File: src/hdl/bsisp_map.vh
// Constants for the boundary-scan and programming test port.
// Included by every design file of the block; holds definitions only.
`ifndef BSISP_MAP_VH
`define BSISP_MAP_VH

// Test access port controller states
`define BSISP_ST_RESET 4'h0
`define BSISP_ST_IDLE 4'h1
`define BSISP_ST_SEL_DR 4'h2
`define BSISP_ST_CAP_DR 4'h3
`define BSISP_ST_SH_DR 4'h4
`define BSISP_ST_EX1_DR 4'h5
`define BSISP_ST_PA_DR 4'h6
`define BSISP_ST_EX2_DR 4'h7
`define BSISP_ST_UP_DR 4'h8
`define BSISP_ST_SEL_IR 4'h9
`define BSISP_ST_CAP_IR 4'hA
`define BSISP_ST_SH_IR 4'hB
`define BSISP_ST_EX1_IR 4'hC
`define BSISP_ST_PA_IR 4'hD
`define BSISP_ST_EX2_IR 4'hE
`define BSISP_ST_UP_IR 4'hF

// Instruction register
`define BSISP_IR_LEN 4
`define BSISP_IR_EXTEST 4'h0
`define BSISP_IR_IDCODE 4'h1
`define BSISP_IR_SAMPLE 4'h2
`define BSISP_IR_HIGHZ 4'h3
`define BSISP_IR_BYPASS 4'hF
`define BSISP_IR_CAPTURE 4'h1

// Identification register
`define BSISP_ID_LEN 32

// Positions of the four test port pins in the pin vectors
`define BSISP_PIN_TDI 0
`define BSISP_PIN_TMS 1
`define BSISP_PIN_TCK 2
`define BSISP_PIN_TDO 3

// Boundary cell capture stage positions
`define BSISP_CAP_IN 0
`define BSISP_CAP_DATA 1
`define BSISP_CAP_OE 2

`endif

File: src/hdl/bsisp_pin_cell.v
// Boundary cell for one input or I/O pin: three capture stages, two update stages.
// Control pulses come from the test port controller on the same clock; pad_in is
// already synchronised by the caller.
`timescale 1ns/1ps
`include "bsisp_map.vh"

module bsisp_pin_cell #(
    parameter HAS_OUT = 1
)(
    input wire mclk,
    input wire reset_n,
    input wire capture,
    input wire shift,
    input wire update,
    input wire extest,
    input wire highz,
    input wire scan_in,
    output wire scan_out,
    input wire pad_in,
    input wire core_out,
    input wire core_oe,
    output reg pad_out,
    output reg pad_oe
);

reg [2:0] cap_q;
reg [1:0] upd_q;
wire drv_out;
wire drv_oe;

////////////////////////////////////////////////////////////////////////////////
// Capture stages double as the serial chain
always @(posedge mclk or negedge reset_n)
begin
    if (!reset_n)
        cap_q <= 3'h0;
    else if (capture)
        cap_q <= {core_oe, core_out, pad_in};
    else if (shift)
        cap_q <= {cap_q[1:0], scan_in};
end

assign scan_out = cap_q[`BSISP_CAP_OE];

// Update stages hold still while shifting, so the pins do not ripple
always @(posedge mclk or negedge reset_n)
begin
    if (!reset_n)
        upd_q <= 2'h0;
    else if (update)
        upd_q <= cap_q[`BSISP_CAP_OE:`BSISP_CAP_DATA];
end

////////////////////////////////////////////////////////////////////////////////
// Pad drive; input-only pins never drive
assign drv_out = extest ? upd_q[0] : core_out;
assign drv_oe = highz ? 1'b0 : (extest ? upd_q[1] : core_oe);

always @(posedge mclk or negedge reset_n)
begin
    if (!reset_n)
    begin
        pad_out <= 1'b0;
        pad_oe <= 1'b0;
    end
    else
    begin
        pad_out <= (HAS_OUT != 0) & drv_out;
        pad_oe <= (HAS_OUT != 0) & drv_oe;
    end
end

endmodule // bsisp_pin_cell

File: src/hdl/bsisp_mc_cell.v
// Boundary cell for one macrocell: captures data, enable and feedback, and in
// external test replaces the feedback into the array from its update stage.
// All inputs come from logic on the same clock.
`timescale 1ns/1ps
`include "bsisp_map.vh"

module bsisp_mc_cell (
    input wire mclk,
    input wire reset_n,
    input wire capture,
    input wire shift,
    input wire update,
    input wire extest,
    input wire scan_in,
    output wire scan_out,
    input wire mc_data,
    input wire mc_oe,
    input wire mc_fb,
    output reg fb_out
);

reg [2:0] cap_q;
reg upd_q;

////////////////////////////////////////////////////////////////////////////////
always @(posedge mclk or negedge reset_n)
begin
    if (!reset_n)
        cap_q <= 3'h0;
    else if (capture)
        cap_q <= {mc_oe, mc_data, mc_fb};
    else if (shift)
        cap_q <= {cap_q[1:0], scan_in};
end

assign scan_out = cap_q[2];

always @(posedge mclk or negedge reset_n)
begin
    if (!reset_n)
        upd_q <= 1'b0;
    else if (update)
        upd_q <= cap_q[0];
end

always @(posedge mclk or negedge reset_n)
begin
    if (!reset_n)
        fb_out <= 1'b0;
    else
        fb_out <= extest ? upd_q : mc_fb;
end

endmodule // bsisp_mc_cell

File: src/hdl/bsisp_top.v
// Boundary-scan and in-system-programming test port of a programmable logic device.
// Assumes mclk well above the test clock (8x or more); the four test port pins and
// all user pins arrive asynchronously, core and macrocell signals on mclk.
`timescale 1ns/1ps
`include "bsisp_map.vh"

// Functional notes
// No test-reset pin; controller resets itself at power-up.
// Five instructions: sample/preload, extest, bypass, idcode, highz.
// Every input and I/O pin has a boundary cell; 68 I/O, four inputs.
// Each cell has three capture stages and up to two update stages.
// Two cell structures: one for pins, one for macrocells.
// All cells chained through capture stages from test data in to out.
// Capture stages sample live signals, shift, and load update stages.
// Capture, shift and update controls come from the port controller.
// Port is a configuration option; disabled, its four pins are user I/O.
// Programming runs over the four pins with the standard protocol.
// A design option enables pull-ups on mode-select and data-in pins.
// Bypass puts one bit between data pins; highz floats all user outputs.
// Extest drives pins from update stages; sample leaves function undisturbed.
module bsisp_top #(
    parameter N_IO = 68,
    parameter N_IN = 4,
    parameter N_MC = 64,
    parameter [31:0] IDCODE_VAL = 32'h0ABC_D001 // Arbitrary value, bit 0 set
)(
    input wire mclk,
    input wire reset_n,
    input wire cfg_jtag_en,
    input wire cfg_pullup_en,
    input wire [3:0] tap_pin_in,
    output wire [3:0] tap_pin_out,
    output wire [3:0] tap_pin_oe,
    output wire [1:0] tap_pullup_en,
    input wire [3:0] core_tap_out,
    input wire [3:0] core_tap_oe,
    output wire [3:0] core_tap_in,
    input wire [N_IO+N_IN-1:0] pin_in,
    output wire [N_IO+N_IN-1:0] pin_out,
    output wire [N_IO+N_IN-1:0] pin_oe,
    input wire [N_IO+N_IN-1:0] core_out,
    input wire [N_IO+N_IN-1:0] core_oe,
    output wire [N_IO+N_IN-1:0] core_in,
    input wire [N_MC-1:0] mc_data,
    input wire [N_MC-1:0] mc_oe,
    input wire [N_MC-1:0] mc_fb,
    output wire [N_MC-1:0] mc_fb_out,
    output wire [3:0] isp_tap_state,
    output wire [`BSISP_IR_LEN-1:0] isp_ir
);

localparam N_PIN = N_IO + N_IN;
localparam N_CELL = N_PIN + N_MC;

reg [3:0] tap_s1_q;
reg [3:0] tap_s2_q;
reg tck_prev_q;
reg [2:0] warm_q;
reg [N_PIN-1:0] pin_s1_q;
reg [N_PIN-1:0] pin_s2_q;
reg en_q;
reg pu_q;
reg strap_done_q;
reg [3:0] st_q;
reg [3:0] st_d;
reg [`BSISP_IR_LEN-1:0] ir_sh_q;
reg [`BSISP_IR_LEN-1:0] ir_q;
reg byp_q;
reg [`BSISP_ID_LEN-1:0] id_q;
reg tdo_q;
reg tdo_oe_q;
reg dr_bit;

wire tdi;
wire tms;
wire tck_rise;
wire tck_fall;
wire is_extest;
wire is_sample;
wire is_idcode;
wire is_highz;
wire is_bypass;
wire bsr_sel;
wire bs_capture;
wire bs_shift;
wire bs_update;
wire [N_CELL:0] chain;

////////////////////////////////////////////////////////////////////////////////
// Pin synchronisers; the first stage feeds only the second
always @(posedge mclk or negedge reset_n)
begin
    if (!reset_n)
    begin
        tap_s1_q <= 4'h0;
        tap_s2_q <= 4'h0;
        pin_s1_q <= {N_PIN{1'b0}};
        pin_s2_q <= {N_PIN{1'b0}};
        tck_prev_q <= 1'b0;
        warm_q <= 3'h0;
    end
    else
    begin
        tap_s1_q <= tap_pin_in;
        tap_s2_q <= tap_s1_q;
        pin_s1_q <= pin_in;
        pin_s2_q <= pin_s1_q;
        tck_prev_q <= tap_s2_q[`BSISP_PIN_TCK];
        warm_q <= {warm_q[1:0], 1'b1};
    end
end

assign tdi = tap_s2_q[`BSISP_PIN_TDI];
assign tms = tap_s2_q[`BSISP_PIN_TMS];
// Data and clock share the same sync depth, so setup at the pin is kept
// Reset values of the sync flops are not the pin level; ignore edges until they refill
assign tck_rise = en_q & warm_q[2] & tap_s2_q[`BSISP_PIN_TCK] & ~tck_prev_q;
assign tck_fall = en_q & warm_q[2] & ~tap_s2_q[`BSISP_PIN_TCK] & tck_prev_q;
assign core_in = pin_s2_q;

////////////////////////////////////////////////////////////////////////////////
// Configuration options, caught once after reset release
always @(posedge mclk or negedge reset_n)
begin
    if (!reset_n)
    begin
        en_q <= 1'b0;
        pu_q <= 1'b0;
        strap_done_q <= 1'b0;
    end
    else if (!strap_done_q)
    begin
        en_q <= cfg_jtag_en;
        pu_q <= cfg_pullup_en;
        strap_done_q <= 1'b1;
    end
end

assign tap_pullup_en = {2{pu_q & en_q}};

// Disabled port hands all four pins to the user logic
assign tap_pin_out = en_q ? {tdo_q, 3'h0} : core_tap_out;
assign tap_pin_oe = en_q ? {tdo_oe_q, 3'h0} : core_tap_oe;
assign core_tap_in = en_q ? 4'h0 : tap_s2_q;

////////////////////////////////////////////////////////////////////////////////
// Port controller; power-up reset stands in for the missing reset pin
always @*
begin
    st_d = st_q;
    case (st_q)
        `BSISP_ST_RESET: st_d = tms ? `BSISP_ST_RESET : `BSISP_ST_IDLE;
        `BSISP_ST_IDLE: st_d = tms ? `BSISP_ST_SEL_DR : `BSISP_ST_IDLE;
        `BSISP_ST_SEL_DR: st_d = tms ? `BSISP_ST_SEL_IR : `BSISP_ST_CAP_DR;
        `BSISP_ST_CAP_DR: st_d = tms ? `BSISP_ST_EX1_DR : `BSISP_ST_SH_DR;
        `BSISP_ST_SH_DR: st_d = tms ? `BSISP_ST_EX1_DR : `BSISP_ST_SH_DR;
        `BSISP_ST_EX1_DR: st_d = tms ? `BSISP_ST_UP_DR : `BSISP_ST_PA_DR;
        `BSISP_ST_PA_DR: st_d = tms ? `BSISP_ST_EX2_DR : `BSISP_ST_PA_DR;
        `BSISP_ST_EX2_DR: st_d = tms ? `BSISP_ST_UP_DR : `BSISP_ST_SH_DR;
        `BSISP_ST_UP_DR: st_d = tms ? `BSISP_ST_SEL_DR : `BSISP_ST_IDLE;
        `BSISP_ST_SEL_IR: st_d = tms ? `BSISP_ST_RESET : `BSISP_ST_CAP_IR;
        `BSISP_ST_CAP_IR: st_d = tms ? `BSISP_ST_EX1_IR : `BSISP_ST_SH_IR;
        `BSISP_ST_SH_IR: st_d = tms ? `BSISP_ST_EX1_IR : `BSISP_ST_SH_IR;
        `BSISP_ST_EX1_IR: st_d = tms ? `BSISP_ST_UP_IR : `BSISP_ST_PA_IR;
        `BSISP_ST_PA_IR: st_d = tms ? `BSISP_ST_EX2_IR : `BSISP_ST_PA_IR;
        `BSISP_ST_EX2_IR: st_d = tms ? `BSISP_ST_UP_IR : `BSISP_ST_SH_IR;
        `BSISP_ST_UP_IR: st_d = tms ? `BSISP_ST_SEL_DR : `BSISP_ST_IDLE;
        default: st_d = `BSISP_ST_RESET;
    endcase
end

always @(posedge mclk or negedge reset_n)
begin
    if (!reset_n)
        st_q <= `BSISP_ST_RESET;
    else if (!en_q)
        st_q <= `BSISP_ST_RESET;
    else if (tck_rise)
        st_q <= st_d;
end

assign isp_tap_state = st_q;
assign isp_ir = ir_q;

////////////////////////////////////////////////////////////////////////////////
// Instruction register; takes effect on the falling test clock in update-IR
always @(posedge mclk or negedge reset_n)
begin
    if (!reset_n)
    begin
        ir_sh_q <= `BSISP_IR_CAPTURE;
        ir_q <= `BSISP_IR_IDCODE;
    end
    else if (st_q == `BSISP_ST_RESET)
        ir_q <= `BSISP_IR_IDCODE;
    else if (tck_rise && st_q == `BSISP_ST_CAP_IR)
        ir_sh_q <= `BSISP_IR_CAPTURE;
    else if (tck_rise && st_q == `BSISP_ST_SH_IR)
        ir_sh_q <= {tdi, ir_sh_q[`BSISP_IR_LEN-1:1]};
    else if (tck_fall && st_q == `BSISP_ST_UP_IR)
        ir_q <= ir_sh_q;
end

// Unassigned codes fall back to bypass so the chain length stays defined
assign is_extest = (ir_q == `BSISP_IR_EXTEST);
assign is_sample = (ir_q == `BSISP_IR_SAMPLE);
assign is_idcode = (ir_q == `BSISP_IR_IDCODE);
assign is_highz = (ir_q == `BSISP_IR_HIGHZ);
assign is_bypass = ~(is_extest | is_sample | is_idcode);
assign bsr_sel = is_extest | is_sample;

////////////////////////////////////////////////////////////////////////////////
// Boundary control pulses, one mclk cycle each
assign bs_capture = bsr_sel & tck_rise & (st_q == `BSISP_ST_CAP_DR);
assign bs_shift = bsr_sel & tck_rise & (st_q == `BSISP_ST_SH_DR);
assign bs_update = bsr_sel & tck_fall & (st_q == `BSISP_ST_UP_DR);

////////////////////////////////////////////////////////////////////////////////
// Bypass and identification registers
always @(posedge mclk or negedge reset_n)
begin
    if (!reset_n)
    begin
        byp_q <= 1'b0;
        id_q <= {`BSISP_ID_LEN{1'b0}};
    end
    else if (tck_rise && st_q == `BSISP_ST_CAP_DR)
    begin
        byp_q <= 1'b0;
        id_q <= IDCODE_VAL;
    end
    else if (tck_rise && st_q == `BSISP_ST_SH_DR)
    begin
        byp_q <= tdi;
        id_q <= {tdi, id_q[`BSISP_ID_LEN-1:1]};
    end
end

////////////////////////////////////////////////////////////////////////////////
// Boundary chain: pin cells first, then macrocell cells
assign chain[0] = tdi;

genvar gi;
generate
    for (gi = 0; gi < N_PIN; gi = gi + 1)
    begin : g_pin
        bsisp_pin_cell #(
            .HAS_OUT((gi < N_IO) ? 1 : 0)
        ) u_cell (
            .mclk(mclk),
            .reset_n(reset_n),
            .capture(bs_capture),
            .shift(bs_shift),
            .update(bs_update),
            .extest(is_extest),
            .highz(is_highz),
            .scan_in(chain[gi]),
            .scan_out(chain[gi+1]),
            .pad_in(pin_s2_q[gi]),
            .core_out(core_out[gi]),
            .core_oe(core_oe[gi]),
            .pad_out(pin_out[gi]),
            .pad_oe(pin_oe[gi])
        );
    end
    for (gi = 0; gi < N_MC; gi = gi + 1)
    begin : g_mc
        bsisp_mc_cell u_cell (
            .mclk(mclk),
            .reset_n(reset_n),
            .capture(bs_capture),
            .shift(bs_shift),
            .update(bs_update),
            .extest(is_extest),
            .scan_in(chain[N_PIN+gi]),
            .scan_out(chain[N_PIN+gi+1]),
            .mc_data(mc_data[gi]),
            .mc_oe(mc_oe[gi]),
            .mc_fb(mc_fb[gi]),
            .fb_out(mc_fb_out[gi])
        );
    end
endgenerate

////////////////////////////////////////////////////////////////////////////////
// Test data out changes on the falling test clock, driven only while shifting
always @*
begin
    dr_bit = byp_q;
    if (bsr_sel)
        dr_bit = chain[N_CELL];
    else if (is_idcode)
        dr_bit = id_q[0];
    else if (is_bypass || is_highz)
        dr_bit = byp_q;
end

always @(posedge mclk or negedge reset_n)
begin
    if (!reset_n)
    begin
        tdo_q <= 1'b0;
        tdo_oe_q <= 1'b0;
    end
    else if (!en_q)
    begin
        tdo_q <= 1'b0;
        tdo_oe_q <= 1'b0;
    end
    else if (tck_fall)
    begin
        if (st_q == `BSISP_ST_SH_DR)
        begin
            tdo_q <= dr_bit;
            tdo_oe_q <= 1'b1;
        end
        else if (st_q == `BSISP_ST_SH_IR)
        begin
            tdo_q <= ir_sh_q[0];
            tdo_oe_q <= 1'b1;
        end
        else
            tdo_oe_q <= 1'b0;
    end
end

endmodule // bsisp_top

File: config.mk
export PLATFORM = sky130hd
export DESIGN_NAME = bsisp_top
export DESIGN_NICKNAME = d
export VERILOG_FILES = /design/src/hdl/bsisp_pin_cell.v /design/src/hdl/bsisp_mc_cell.v /design/src/hdl/bsisp_top.v
export VERILOG_INCLUDE_DIRS = /design/src /design/src/hdl
export SDC_FILE = /design/constraint.sdc
export NUM_CORES = 2
export LEC_CHECK = 0
export BUFFER_PORTS_ARGS = -buffer_cell sky130_fd_sc_hd__buf_2
export CAP_MARGIN = 30
export CORE_AREA = 3 3 281 283
export DETAILED_ROUTE_END_ITERATION = 10
export DIE_AREA = 0 0 284 286
export PLACE_DENSITY = 0.78
export SETUP_SLACK_MARGIN = 0.3
export SYNTH_ARGS = -nofsm -noshare
export SYNTH_HDL_FRONTEND = slang
export SYNTH_SLANG_ARGS = --single-unit
File: constraint.sdc
create_clock -name mclk -period 2.7 [get_ports mclk]
set_clock_uncertainty 0.15 [all_clocks]
set_input_delay 0.54 -clock mclk [delete_from_list [all_inputs] [get_ports mclk]]
set_output_delay 0.54 -clock mclk [all_outputs]
set_load 0.01 [all_outputs]
# Word level (Yosys, flattened, before mapping)
# Cells that the tools add are included.
# totals
ff_bits,1014
elab_cells,1117
out_inout_bits,302
inputBits,424
# classes
eq_ne,23
n_mux,578
bitwise_logic,15
reduce_logical,17
# op_table
op,count
$mux 3,274
$mux 1,283
$mux 32,2
$mux 4,15
$pmux 4 s12,1
$eq 4x4->1 const B,8
$eq 4x2->1 const B,4
$eq 4x3->1 const B,4
$and 1x1->1,11
$eq 4x1->1 const B,2
$logic_not 4->1,2
$reduce_bool 2->1,4
$mux 2,3
$logic_and 1x1->1,5
$ne 2x1->1 const B,2
$ne 2x2->1 const B,2
$reduce_and 2->1,2
$reduce_or 2->1,2
$ne 3x1->1 const B,1
$not 1->1,3
$reduce_and 3->1,1
$reduce_or 3->1,1
$or 1x1->1,1

# Longest topological paths before layout
# logic_depth
word_depth,8
ltp_mapped,9
depth_no_buf,4

# Cells and area by module
# A second synthesis with hierarchy kept.
# unflattened
cells_unflattened,2879
area_unflattened_um2,38791.0
# by_module_without_submodules
module,area_each_um2,seq_area_each_um2,cells_per_inst,n_inst
bsisp_pin_cell (g_pin[0].u_cell ...),279.0,175.2,21,68
bsisp_mc_cell,203.9,125.1,16,64
bsisp_top,6164.7,5107.4,367,1
bsisp_pin_cell (g_pin[68].u_cell ...),150.1,75.1,15,4

# Worst setup path before layout
# Ideal clock, no wire load.
# synth_path
path_type,reg-to-reg
startpoint,"register st_q[1], in the netlist isp_tap_state[1]"
endpoint,register g_mc[29].u_cell.cap_q[2]
arrival_ns,1.710
required_time_ns,2.418
synth_period_minus_slack_ns,1.992
path_slack_ns,0.708
setup_time_ns,0.132
stages_incl_launch_ff,8
n_path_buf,4
path_cell_list,dfrtp_1 buf_2 and3b_1 o2111ai_2 buf_2 buf_2 buf_1 o21ai_1
# synth_via
elab_chain_len,3
word_cells_on_any_way,6
cone_classes,eq/ne: 2; mux: 1; bitwise: 2; reduce/logical: 1
# synth_rtl
element,line,rtl
from (decl),bsisp_top.v:64,reg [3:0] st_q;
from (signal assigned),bsisp_top.v:175,st_q <= `BSISP_ST_RESET;
from (signal assigned),bsisp_top.v:177,st_q <= `BSISP_ST_RESET;
from (signal assigned),bsisp_top.v:179,st_q <= st_d;
$eq 4x2->1 or $eq 4x3->1 (tied branches),n/a,
"$and 1x1->1, on equally long branches","bsisp_top.v:214, bsisp_top.v:215",
$mux 3 or $reduce_bool 2->1 (tied branches),n/a,
to (signal assigned),bsisp_mc_cell.v:31,"cap_q <= {mc_oe, mc_data, mc_fb};"
to (signal assigned),bsisp_mc_cell.v:33,"cap_q <= {cap_q[1:0], scan_in};"
to (decl),bsisp_mc_cell.v:22,reg [2:0] cap_q;
# Several ways; a longest one is shown, not always the timed one.
# A chain may end at the register's enable or synchronous reset.

# Worst setup path in the final report
# layout_path
startpoint,register en_q
endpoint,output tap_pin_out[3]
# layout_via
elab_chain_len,1
# layout_rtl
element,line,rtl
from (decl),bsisp_top.v:61,reg en_q;
from (signal assigned),bsisp_top.v:133,en_q <= cfg_jtag_en;
$mux 4,bsisp_top.v:142,"assign tap_pin_out = en_q ? {tdo_q, 3'h0} : core_tap_out;"
to (decl),bsisp_top.v:32,"output wire [3:0] tap_pin_out,"
# No other way between the ends.

==> impl_results.md <==
- Largest net degree at the start of global routing: 181
- Fmax achieved: between 0.4 and 0.5 GHz
- Setup violators final: 0
- Pwr dens: 691 nW/um2
- Area leader, netlist: dfrtp_1
- Post-synth cell types: 43
- Reg2reg start: isp_tap_state[2]
- CP arrival: 1.69 ns
- XOR/XNOR Fraction of Synth Area: 0%
- Cell Area, Placed: roughly 44000 um2
- Final net count: between 4000 and 5000
- Die W: ~280 um
- Rows: 102
- Final Slew Violations: 0
- Crit start category: register
- Compound-Gate Fraction of Synth Area: 13.4%
- Sw Share: between 20% and 30%
- DRT antenna net count: 0
- HPWL Detailed: ~80000 um
- Initial DRT Pass Iterations: 7
- P&R area growth vs syn: 24.6%
- Final period util: 88.1%
- Starting Density: 52.4%
- Sw power: 8360 uW
- Worst Path Required: approximately 2 ns
- Vias per cell: ~5.8
- CTS tree: done
- Die Y: 286 um
- RSZ-0062 raised after global routing: true
- Worst Tran Pin Value: around 0.72 ns
- Predominant post-synthesis flop cell: dfrtp_1
- DRT iter0 DRCs: between 3000 and 4000
- Die ar.: around 80000 um2
- Combinational share of power: 8.9%
- Clk sinks: 1012
- H-tree levels: 3
- Total power draw: 34700 uW
- Crit-path max FO: 8
- Post-synthesis adder-cell area fraction: 0%
- Syn Area/Cell: 10.8 um2
- Core area: 77000 um2
- Routability Congestion: 0.916
- Root buf cell: clkbuf_16
- Fillers: 5351
- Status: finished, final reports clean
- Hold Path Sink: g_mc[14].u_cell.cap_q[2]
- R2r setup slk: 0.33 ns
- Async SR Flop Fraction: 100%
- GRT Total Usage: 30.4%
- Worst VDD drop: 0.563 mV
- Nature of the critical path endpoint: output pin
- Mux contribution to synthesized area: roughly 5.8%
- Top cell type's share of synthesized area: 62.7%
- WL/cell: 22.8 um
- Static Leak: 0.0251 uW
- Flop pwr share: 46.2%
- R2R Path End: g_mc[38].u_cell.upd_q
- Overflow after GRT: 0
- Port Buffer Count: 717
- FF+latch count, synth: 1012
- I/O Pins: between 700 and 800
- Worst r2r path cells: 5
- Post-route setup TNS: 0 ns
- Initial antenna violation count: 30
- Fin crit period: about 2.4 ns
- Vias in the first global route: 33002
- Syn Inst Count: 3738
- Final WL: ~130000 um
- Via Count: 32163
- Clock power frac: 44.9%
- Post-Synth Simple-Gate Area: 9.79%
- Kind of critical path: register to output pin
- Worst Hold Class: primary input to register
- Largest family of logic cells by synthesized area: compound AO/OA/AOI/OAI gates
- Rel. slew slack: 52.0%
- Worst hold stages: 3
- Clock Path Buffers: 3
- Yosys warnings: 0
- Clock-pin slew on the worst setup and hold paths: 0.06 ns
- Final hold viol count: 0
- Top cells by area, synth: dfrtp_1 (63%), nand2_1 (8.9%), o22ai_1 (6.3%)
- Final Cell Area: 50200 um2
- Cell Area, Synth: 40300 um2
- Inserted Clock Buffers: 103
- First-pass GRT wire length: 193000 um
- Later-pin clock latency in the skew report: 0.65 ns
- Share of layout cells above drive strength 1: 27.5%
- Internal: 26400 uW
- Max-Cap Viols: 0
- Post-synthesis sequential area ratio: 62.8%
- Post-synth EDFFs: 0
- Worst Hold Launch: mc_oe[14]
- DRC: 0
[how the worst max path moves through the flow]
stage                                 from                        end  cells past startpoint
after floorplan           isp_tap_state[1]   g_mc[29].u_cell.cap_q[2]                      7
after global placement    isp_tap_state[0]  g_pin[68].u_cell.cap_q[2]                      5
after detailed placement  isp_tap_state[0]    g_mc[0].u_cell.cap_q[2]                      5
after CTS                             en_q             tap_pin_out[3]                      3
after global routing            tck_prev_q  g_pin[62].u_cell.cap_q[1]                      6
final                                 en_q             tap_pin_out[3]                      3
[metrics by stage]
step | utilization, % | hold slack, ns | cells | setup slack, ns
2_1_floorplan | - | 0.0944 | 3745 | 0.708
3_3_place_gp | 56.6 | 0.181 | 5070 | 0.294
3_5_place_dp | 56.6 | 0.185 | 5070 | 0.196
4_1_cts | 65.0 | 0.000546 | 5529 | 0.243
5_1_grt | 65.3 | 0.00263 | 5562 | 0.235
6_report | 65.3 | 0.0346 | 5565 | 0.323
[layout make-up]
type | count | area, um2 | share of cell area, %
flip-flops and latches | 1012 | 25300 | 50.4
clock buffers | 151 | 3090 | 6.15
multi-input cells | 2173 | 11800 | 23.5
repair buffers | 1111 | 7940 | 15.8
diodes | 28 | 70.1 | 0.139
well taps | 1040 | 1300 | 2.59
clock inverters | 42 | 673 | 1.34
inverters | 8 | 30.0 | 0.0598
[cells in the mapped netlist (9+ instances only)]
cell type and instances:
nor2_1 9, o22ai_1 409, clkbuf_1 126, mux2_2 204, nand2_1 955, buf_1 41
o21ai_1 200, a21oi_1 73, a22o_1 24, o22a_1 11, buf_2 97, dfrtp_1 1010
buf_4 287, o21ai_0 216, nor2b_1 14
[metal layers]
metal,track usage [%],vias up,share of wire [%]
met5,0,-,0.039
met4,15.6,8,5.7
met3,6.27,451,8.4
met2,49.5,1888,48
met1,38.9,15900,38
li1,-,13916,-
[power by group through the flow]
stage | combinational (uW) | clock [uW] | sequential, uW
finish | 3090 | 15600 | 16100
global route | 3300 | 16400 | 16100
CTS | 3010 | 15700 | 16000
detailed placement | 2670 | 0 | 16300
global placement | 2640 | 0 | 16300
floorplan | 1570 | 0 | 16200
[logic make-up (layout without fill, tap and decap cells)]
kind of cell / after synthesis / count (layout)
compound gates: 943 / 943
simple gates: 1013 / 1013
buf+inv: 560 / 1312
other cells: 2 / 37
flops: 1012 / 1012
mux: 208 / 208
[layout by cell type, fill, tap and decap left out, types with 24 or more instances in the layout]
master,n
dlygate4sd3_1,268
diode_2,28
buf_4,71
nand2_1,954
mux2_2,203
clkbuf_8,27
dfrtp_1,1008
a22o_1,24
o22ai_1,409
o21ai_1,200
buf_2,715
o21ai_0,216
clkbuf_16,108
buf_12,52
a21oi_1,73
[flip-flops by register name, summed over array words and instances, names as in the netlist, 3 cells and up]
register,count
isp_tap_state,4
g_mc.u_cell.upd_q,64
tap_s1_q,4
pin_s1_q,72
g_mc.u_cell.cap_q,192
isp_ir,4
id_q,31
g_pin.u_cell.cap_q,216
ir_sh_q,4
g_pin.u_cell.pad_out,68
g_mc.u_cell.fb_out,64
g_pin.u_cell.pad_oe,68
g_pin.u_cell.upd_q,136
warm_q,3
core_in,72
tap_s2_q,4
[critical path, cell delays in order (launching register included)]
cell	delay, ns
dfrtp_2	0.44
buf_12	0.15
mux2_4	0.32
buf_6	0.13
[timing repair]
item / 4_1_cts / 5_1_grt
gates cloned: 0 / 2
setup endpoints to repair: 101 / 332
endpoints found under the hold margin: 292 / 2
buffers inserted: 0 / 4
gates resized for setup: 6 / 16
pin swaps: 0 / 1
hold buffers: 266 / 2
(Power assumes the default switching activity.)
